`config.mk`:
```
export PLATFORM = sky130hd
export DESIGN_NAME = acc_ctrl
export DESIGN_NICKNAME = d
export VERILOG_FILES = /design/src/verilog/acc_pkg.sv /design/src/verilog/acc_sync.sv /design/src/verilog/acc_sar.sv /design/src/verilog/acc_ctrl.sv
export SDC_FILE = /design/constraint.sdc
export NUM_CORES = 1
export LEC_CHECK = 0
export BUFFER_PORTS_ARGS = -buffer_cell sky130_fd_sc_hd__buf_2
export CORE_MARGIN = 5
export CORE_UTILIZATION = 55
export CTS_BUF_LIST = sky130_fd_sc_hd__clkbuf_4 sky130_fd_sc_hd__clkbuf_8 sky130_fd_sc_hd__clkbuf_16
export DETAILED_ROUTE_END_ITERATION = 10
export PLACE_DENSITY = 0.75
export SETUP_SLACK_MARGIN = 0.3
export SLEW_MARGIN = 20
export SYNTH_ARGS = -nofsm -noshare
export SYNTH_HDL_FRONTEND = slang
export SYNTH_HIERARCHICAL = 1
export SYNTH_SLANG_ARGS = --single-unit
export TNS_END_PERCENT = 5
```
`constraint.sdc`:
```
create_clock -name i_clk -period 2.9 [get_ports i_clk]
set_input_delay 0.29 -clock i_clk [delete_from_list [all_inputs] [get_ports i_clk]]
set_output_delay 0.29 -clock i_clk [all_outputs]
set_load 0.1 [all_outputs]
```
`src/verilog/acc_pkg.sv`:
```
// Purpose: Shared constants for the converter control block
// Assumes: One state time equals one i_clk cycle
// Notes:   Offsets are byte addresses on the register port
package acc_pkg;
  localparam int unsigned RES_BITS      = 10;
  localparam int unsigned CHAN_BITS     = 3;
  localparam int unsigned ADDR_BITS     = 8;
  localparam int unsigned DATA_BITS     = 8;
  localparam int unsigned STATE_CLKS    = 1;
  localparam int unsigned CONV_STATES   = 88;
  localparam int unsigned SAMPLE_STATES = 4;
  localparam int unsigned BIT_STATES    = 8;
  localparam int unsigned STATUS_WAIT   = 8;
  localparam int unsigned CONV_CLKS     = CONV_STATES * STATE_CLKS;
  localparam int unsigned SAMPLE_CLKS   = SAMPLE_STATES * STATE_CLKS;
  localparam int unsigned BIT_CLKS      = BIT_STATES * STATE_CLKS;
  localparam int unsigned CNT_BITS      = 7;

  localparam logic [7:0] ADR_CMD_RES_LO = 8'h02;
  localparam logic [7:0] ADR_RES_HI     = 8'h03;

  localparam int unsigned CMD_CH_LSB  = 0;
  localparam int unsigned CMD_GO_BIT  = 3;
  localparam int unsigned RES_CH_LSB  = 0;
  localparam int unsigned RES_BSY_BIT = 3;
  localparam int unsigned RES_LO_LSB  = 6;

  typedef enum logic [2:0] {
    ACC_IDLE    = 3'b001,
    ACC_SAMPLE  = 3'b010,
    ACC_CONVERT = 3'b100
  } acc_state_e;
endpackage

```
`src/verilog/acc_sync.sv`:
```
// Purpose: Three-stage synchroniser for an asynchronous pin
// Assumes: Pin level is steady for at least three clocks per change
// Notes:   Output changes only when stages two and three agree
`timescale 1ns/1ps
module acc_sync (
  input  wire logic i_clk,
  input  wire logic i_nrst,
  input  wire logic i_pin,
  output logic      o_level
);
  logic s1_r, s2_r, s3_r, lvl_r;
  logic lvl_nxt;

  always_comb begin
    lvl_nxt = lvl_r;
    if (s2_r == s3_r) begin
      lvl_nxt = s3_r;
    end
  end

  always_ff @(posedge i_clk or negedge i_nrst) begin
    if (!i_nrst) begin
      s1_r  <= 1'b0;
      s2_r  <= 1'b0;
      s3_r  <= 1'b0;
      lvl_r <= 1'b0;
    end else begin
      s1_r  <= i_pin;
      s2_r  <= s1_r;
      s3_r  <= s2_r;
      lvl_r <= lvl_nxt;
    end
  end

  assign o_level = lvl_r;
endmodule // acc_sync

```
`src/verilog/acc_sar.sv`:
```
// Purpose: Successive-approximation code register
// Assumes: Comparator high means the input is at or above the trial level
// Notes:   Clear wins over trial and decide in the same cycle
`timescale 1ns/1ps
module acc_sar
  import acc_pkg::*;
#(
  parameter int unsigned WIDTH = RES_BITS
) (
  input  wire logic                     i_clk,
  input  wire logic                     i_nrst,
  input  wire logic                     i_clr,
  input  wire logic                     i_trial,
  input  wire logic                     i_decide,
  input  wire logic [3:0]               i_idx,
  input  wire logic                     i_cmp,
  output logic      [WIDTH-1:0]         o_code
);
  logic [WIDTH-1:0] code_r, code_nxt;

  initial begin
    if (WIDTH < 2 || WIDTH > 16) begin
      $error("acc_sar: WIDTH out of range");
    end
  end

  always_comb begin
    code_nxt = code_r;
    if (i_clr) begin
      code_nxt = '0;
    end else if (i_trial) begin
      code_nxt[i_idx] = 1'b1;
    end else if (i_decide && !i_cmp) begin
      code_nxt[i_idx] = 1'b0;
    end
  end

  always_ff @(posedge i_clk or negedge i_nrst) begin
    if (!i_nrst) begin
      code_r <= '0;
    end else begin
      code_r <= code_nxt;
    end
  end

  assign o_code = code_r;
endmodule // acc_sar

```
`src/verilog/acc_ctrl.sv`:
```
// Purpose: Conversion sequencing and register port for a 10-bit SAR converter
// Assumes: One state time per i_clk; timed-event start arrives as a one-cycle pulse
// Notes:   Analog front end lives outside; this drives sample, mux and trial code
// Behaviour
// - Each conversion lasts exactly 88 state times, whatever channel or input.
// - Sample window is open 4 state times, inside the 88.
// - Result is 10 bits scaled by 1023; full-scale input gives all ones.
// - Writing command register at 02h selects one of eight analog inputs.
// - Command starts now or waits for the timed-event start pulse.
// - Command is double buffered; may be written while converting.
// - A new start abandons the running conversion and restarts at once.
// - Result register is cleared at the start of every conversion.
// - Result read as separate bytes at 02h and 03h.
// - Status bit is set within 8 state times of a start.
// - Timed start may raise the timer interrupt but sets no flag.
//
// The implementer's own choice: the plain strobed port.
`timescale 1ns/1ps
module acc_ctrl
  import acc_pkg::*;
(
  input  wire logic                 i_clk,
  input  wire logic                 i_nrst,
  input  wire logic [ADDR_BITS-1:0] i_addr,
  input  wire logic [DATA_BITS-1:0] i_wdata,
  input  wire logic                 i_wr,
  input  wire logic                 i_rd,
  output logic      [DATA_BITS-1:0] o_rdata,
  input  wire logic                 i_evt_start,
  input  wire logic                 i_evt_irq,
  input  wire logic                 i_cmp,
  output logic      [CHAN_BITS-1:0] o_chan_sel,
  output logic                      o_sample,
  output logic      [RES_BITS-1:0]  o_dac_code,
  output logic                      o_busy,
  output logic                      o_swt_irq
);
  acc_state_e state_r, state_nxt;
  logic [CNT_BITS-1:0]  cnt_r, cnt_nxt;
  logic [CHAN_BITS-1:0] pend_ch_r, pend_ch_nxt;
  logic                 pend_r, pend_nxt;
  logic [CHAN_BITS-1:0] chan_r, chan_nxt;
  logic [RES_BITS-1:0]  res_r, res_nxt;
  logic                 busy_r, busy_nxt;
  logic                 sample_r, sample_nxt;
  logic [DATA_BITS-1:0] rdata_r, rdata_nxt;
  logic                 swt_r, swt_nxt;
  logic                 wr_cmd, go_now, evt_go, start, done;
  logic [CHAN_BITS-1:0] start_ch;
  logic                 trial, decide, cmp_lvl;
  logic [3:0]           bit_idx;
  logic [RES_BITS-1:0]  code;

  // Bit slot and phase inside the approximation phase
  function automatic logic [3:0] slot_of(input logic [CNT_BITS-1:0] c);
    logic [CNT_BITS-1:0] off;
    off = c - CNT_BITS'(SAMPLE_CLKS);
    return 4'(off / CNT_BITS'(BIT_CLKS));
  endfunction

  function automatic logic [CNT_BITS-1:0] phase_of(input logic [CNT_BITS-1:0] c);
    logic [CNT_BITS-1:0] off;
    off = c - CNT_BITS'(SAMPLE_CLKS);
    return off % CNT_BITS'(BIT_CLKS);
  endfunction

  initial begin
    if (SAMPLE_CLKS + RES_BITS * BIT_CLKS > CONV_CLKS || CONV_CLKS >= (1 << CNT_BITS)) begin
      $error("acc_ctrl: conversion timing does not fit");
    end
  end

  acc_sync u_cmp_sync (
    .i_clk   (i_clk),
    .i_nrst  (i_nrst),
    .i_pin   (i_cmp),
    .o_level (cmp_lvl)
  );

  acc_sar #(.WIDTH(RES_BITS)) u_sar (
    .i_clk    (i_clk),
    .i_nrst   (i_nrst),
    .i_clr    (start),
    .i_trial  (trial),
    .i_decide (decide),
    .i_idx    (bit_idx),
    .i_cmp    (cmp_lvl),
    .o_code   (code)
  );

  // Start decode: a fresh write wins over a timed event in the same cycle
  always_comb begin
    wr_cmd   = i_wr && (i_addr == ADR_CMD_RES_LO);
    go_now   = wr_cmd && i_wdata[CMD_GO_BIT];
    evt_go   = i_evt_start && pend_r && !wr_cmd;
    start    = go_now || evt_go;
    start_ch = go_now ? i_wdata[CMD_CH_LSB +: CHAN_BITS] : pend_ch_r;
  end

  // Holding register for a deferred command, armed once per write
  always_comb begin
    pend_nxt    = pend_r;
    pend_ch_nxt = pend_ch_r;
    if (wr_cmd) begin
      pend_nxt    = !i_wdata[CMD_GO_BIT];
      pend_ch_nxt = i_wdata[CMD_CH_LSB +: CHAN_BITS];
    end else if (evt_go) begin
      pend_nxt = 1'b0;
    end
  end

  // Sequencer
  always_comb begin
    state_nxt = state_r;
    cnt_nxt   = cnt_r;
    chan_nxt  = chan_r;
    done      = 1'b0;
    if (start) begin
      state_nxt = ACC_SAMPLE;
      cnt_nxt   = '0;
      chan_nxt  = start_ch;
    end else begin
      case (state_r)
        ACC_IDLE: begin
          cnt_nxt = '0;
        end
        ACC_SAMPLE: begin
          cnt_nxt = cnt_r + 1'b1;
          if (cnt_r == CNT_BITS'(SAMPLE_CLKS - 1)) begin
            state_nxt = ACC_CONVERT;
          end
        end
        ACC_CONVERT: begin
          cnt_nxt = cnt_r + 1'b1;
          if (cnt_r == CNT_BITS'(CONV_CLKS - 1)) begin
            done      = 1'b1;
            state_nxt = ACC_IDLE;
            cnt_nxt   = '0;
          end
        end
        default: begin
          state_nxt = ACC_IDLE;
          cnt_nxt   = '0;
        end
      endcase
    end
  end

  // Trial bit set at slot start, kept or dropped at slot end
  always_comb begin
    bit_idx = 4'(RES_BITS - 1) - slot_of(cnt_r);
    trial   = 1'b0;
    decide  = 1'b0;
    if (state_r == ACC_CONVERT && !start &&
        cnt_r < CNT_BITS'(SAMPLE_CLKS + RES_BITS * BIT_CLKS)) begin
      trial  = (phase_of(cnt_r) == '0);
      decide = (phase_of(cnt_r) == CNT_BITS'(BIT_CLKS - 1));
    end
  end

  // Result and status
  always_comb begin
    res_nxt    = res_r;
    busy_nxt   = busy_r;
    sample_nxt = (state_nxt == ACC_SAMPLE);
    swt_nxt    = evt_go && i_evt_irq;
    if (start) begin
      res_nxt  = '0;
      busy_nxt = 1'b1;
    end else if (done) begin
      res_nxt  = code;
      busy_nxt = 1'b0;
    end
  end

  // Byte reads only; a word read is not supported by this port
  always_comb begin
    rdata_nxt = '0;
    if (i_rd) begin
      case (i_addr)
        ADR_CMD_RES_LO: begin
          rdata_nxt[RES_LO_LSB +: 2]         = res_r[1:0];
          rdata_nxt[RES_BSY_BIT]             = busy_r;
          rdata_nxt[RES_CH_LSB +: CHAN_BITS] = chan_r;
        end
        ADR_RES_HI: begin
          rdata_nxt = res_r[RES_BITS-1:2];
        end
        default: begin
          rdata_nxt = '0;
        end
      endcase
    end
  end

  always_ff @(posedge i_clk or negedge i_nrst) begin
    if (!i_nrst) begin
      state_r   <= ACC_IDLE;
      cnt_r     <= '0;
      pend_r    <= 1'b0;
      pend_ch_r <= '0;
      chan_r    <= '0;
      res_r     <= '0;
      busy_r    <= 1'b0;
      sample_r  <= 1'b0;
      rdata_r   <= '0;
      swt_r     <= 1'b0;
    end else begin
      state_r   <= state_nxt;
      cnt_r     <= cnt_nxt;
      pend_r    <= pend_nxt;
      pend_ch_r <= pend_ch_nxt;
      chan_r    <= chan_nxt;
      res_r     <= res_nxt;
      busy_r    <= busy_nxt;
      sample_r  <= sample_nxt;
      rdata_r   <= rdata_nxt;
      swt_r     <= swt_nxt;
    end
  end

  assign o_rdata    = rdata_r;
  assign o_chan_sel = chan_r;
  assign o_sample   = sample_r;
  assign o_dac_code = code;
  assign o_busy     = busy_r;
  assign o_swt_irq  = swt_r;

  // Cycles spent busy since the last start, kept apart from cnt_r so that the
  // length checks do not merely repeat the sequencer's own compare
  logic [CNT_BITS-1:0] run_len_r, run_len_nxt;

  always_comb begin
    run_len_nxt = run_len_r;
    if (start) begin
      run_len_nxt = '0;
    end else if (busy_r && run_len_r != '1) begin
      run_len_nxt = run_len_r + 1'b1;
    end
  end

  always_ff @(posedge i_clk or negedge i_nrst) begin
    if (!i_nrst) begin
      run_len_r <= '0;
    end else begin
      run_len_r <= run_len_nxt;
    end
  end
endmodule // acc_ctrl

```
==> metrics.yaml <==
clkLatencyLatePin_ns: 0.31
grt_overflow: 0
vias_per_cell: 5.52
status: "complete, no violations"
grt_pass1_wl_um: 8400
die_h_um: 78.3
cp.arrival_ns: 2.69
critPathSlowestCell: "dfrtp_1"
num_rows: 24
vias: 1744
r2r_cells: 10
seq_area_frac_synth_pct: 50.8
die_w_um: 78.3
synth_xor_area_share_pct: 3.41
power_mw: 1.28
io-pin-count: 47
holdCritPathClass: "in2async"
cts_made_buffers: 5
synthesis.instances: 216
dr.pass1.iters: 4
fin_crit_ns: 2.48
ff_latch_area_um2: 1300
place_area_um2: 2820
grt_max_degree: 32
path_delay_family: "XOR/XNOR gates"
synth_compound_area_share_pct: 10.3
critPathMaxFanout: 7
pwr_density_cell_nw_per_um2: 435
critPathLaunchType: "flop"
cts_max_path_buffers: 2
crit_buf_inv: 2
r2r-start: "cnt_r[3]"
design.die.area_um2: 6130
synth_top_family_by_area: "simple AND/OR/NAND/NOR gates"
area_growth_pct: 14.5
rrSetupSlack_ns: 0.42
cts_htree_levels: 2
cts_hold_buffers: 0
post_drt_wl_per_cell_um: 15.4
start_util_pct: 57.7
fin_tns_setup_ns: 0
rsz0062_at_grt: "no"
place.gp.congestion: 0.791
hold_viol: 0
ir_drop_uv: 317
cp_slowest_stage_delay_ns: 0.45
nNetsFinal: 294
path_class: "reg2reg"
drtIter0Drc: 89
coreArea_um2: 4440
diodes: 0
drc: 0
path_cells: "inv_1 > ha_2 > xor2_4 > inv_1 > ha_1 > xor2_2 > xnor2_2 > and2b_1 > o211ai_1 > a32o_1"
yosys_most_used_dff: "dfrtp_1"
root_buffer: "clkbuf_8"
multi_input_area_um2: 1180
cts_tree: "built"
avgSynthCellArea_um2: 11.9
cpMostUsedCell: "inv_1"
yosys.area_share.adder_pct: 4.34
nFillCells: 345
finalSetupViolCount: 0
clk_pin_slew_ns: 0.10
cts.sinks: 52
fmax_mhz: 403
relSlewSlack_pct: 55.3
crit_path_end_kind: "flop"
tightest_slew_ns: 0.671
fin_crit_sh_pct: 85.6
antenna_found_initial: 0
ys_ff_latch: 52
drv_cap: 0
wirelength_um: 4870
yosysUniqueCellTypes: 52
hpwl_um: 3510
grt_pass1_vias: 1774
synth-simple-area-share_pct: 17.6
ant_nets: 0
synth_edf_count: 0
required_ns: 3.11
grt_util_all_layers_pct: 17.0
portBuffers: 42
syn_nets: 247
r2r_end: "u_sar/o_code[9]"
cts_setup_buffers: 0
yosys_warnings: 6
fin_skew_ns: 0.00638
synth.area.mux_share_pct: 9.12
syn_area_um2: 2560
slew_violations: 0
synthArstFlopShare_pct: 100
drive_gt1_share_pct: 33.3
p_leak_nw: 1.38
fin_area_um2: 2940
cells by family (layout without fill, tap and decap cells):
logic type / after synthesis / in the layout
simple gates: 71 / 71
flops: 52 / 52
compound gates: 32 / 32
mux: 23 / 23
buf+inv: 19 / 67
xor+xnor: 10 / 10
fa+ha+maj: 9 / 9
layout by cell type (no fill, tap or decap), types with 2 or more instances in the layout:
master     instances
nor2_2             9
nor2b_1            2
mux2i_1           20
and3_1             4
nor2_1            19
clkinv_2           2
nor3_1             3
buf_4              6
nand2_1            9
o22a_1             3
o2111ai_1          2
and2b_4            2
o21a_1             4
o21ai_0            2
o211ai_1           9
inv_1             10
and2b_1            2
nand3_1            3
xor2_1             3
clkbuf_8           5
o311ai_0           2
ha_1               7
dfrtp_1           51
mux2_2             3
xnor2_1            4
buf_2             42
a32o_1             6
nand2b_1           2
worst max path at each step:
stage	end	cells past startpoint	start
finish	u_sar/o_code[9]	10	cnt_r[3]
global route	u_sar/o_code[8]	10	cnt_r[3]
CTS	u_sar/o_code[9]	10	cnt_r[3]
detailed placement	u_sar/o_code[9]	10	cnt_r[3]
global placement	u_sar/o_code[8]	10	cnt_r[3]
floorplan	u_sar/o_code[9]	11	cnt_r[2]
final cells by class:
cell class | instances | area share, %
well taps | 52 | 2.22
flip-flops and latches | 52 | 44.4
multi-input cells | 145 | 40.3
repair buffers | 48 | 8.69
clock buffers | 5 | 2.34
clock inverters | 3 | 0.639
inverters | 11 | 1.41
layer usage:
layer	up-vias	share of wire (%)	track usage [%]
met3	6	5.3	4.58
met1	842	47	22.5
li1	856	-	-
met2	40	47	27.5
met5	-	0	0
met4	0	1.3	5.24
sequential cells by signal, indices dropped and copies added, names as in the netlist, 3 cells and up:
register,count
res_r,10
u_sar/o_code,10
o_rdata,8
cnt_r,7
o_chan_sel,3
pend_ch_r,3
state_r,3
per-stage QoR:
stage	setup slack [ns]	utilization, %	hold WS, ns	cells
2_1_floorplan	0.375	-	-0.00559	216
3_3_place_gp	0.381	63.5	0.346	308
3_5_place_dp	0.306	63.5	0.344	308
4_1_cts	0.346	65.6	0.0300	316
5_1_grt	0.316	66.1	0.0574	316
6_report	0.418	66.1	0.00973	316
synthesized netlist by cell type (all sizes together) (2+ instances only):
| library cell | count | share of area, % |
|---|---|---|
| dfrtp | 51 | 50 |
| nor2 | 29 | 5.4 |
| mux2i | 20 | 7.8 |
| inv | 10 | 1.5 |
| nand2 | 10 | 1.8 |
| o211ai | 9 | 2.6 |
| ha | 8 | 3.9 |
| buf | 7 | 2.7 |
| a32o | 6 | 2.3 |
| xnor2 | 5 | 1.7 |
| xor2 | 5 | 1.7 |
| and2b | 4 | 1.4 |
| and3 | 4 | 0.98 |
| nand3 | 4 | 0.98 |
| nor3 | 4 | 0.98 |
| o21a | 4 | 1.2 |
| mux2 | 3 | 1.3 |
| nand2b | 3 | 0.83 |
| nor2b | 3 | 1.0 |
| o22a | 3 | 1.0 |
| nand4 | 2 | 0.73 |
| nor4 | 2 | 1.3 |
| o2111ai | 2 | 0.68 |
| o21ai | 2 | 0.39 |
| o311ai | 2 | 0.68 |
where the power goes:
group / internal, mW / total, mW / switching (mW)
Sequential: 0.748 / 0.762 / 0.0145
Clock: 0.169 / 0.411 / 0.243
Combinational: 0.0330 / 0.104 / 0.0713
what timing repair did:
action / in CTS / in global routing
endpoints found under the setup margin: 2 / 6
pin swaps: 0 / 1
resized for setup: 1 / 3
Power figures use the tool's default switching activity.
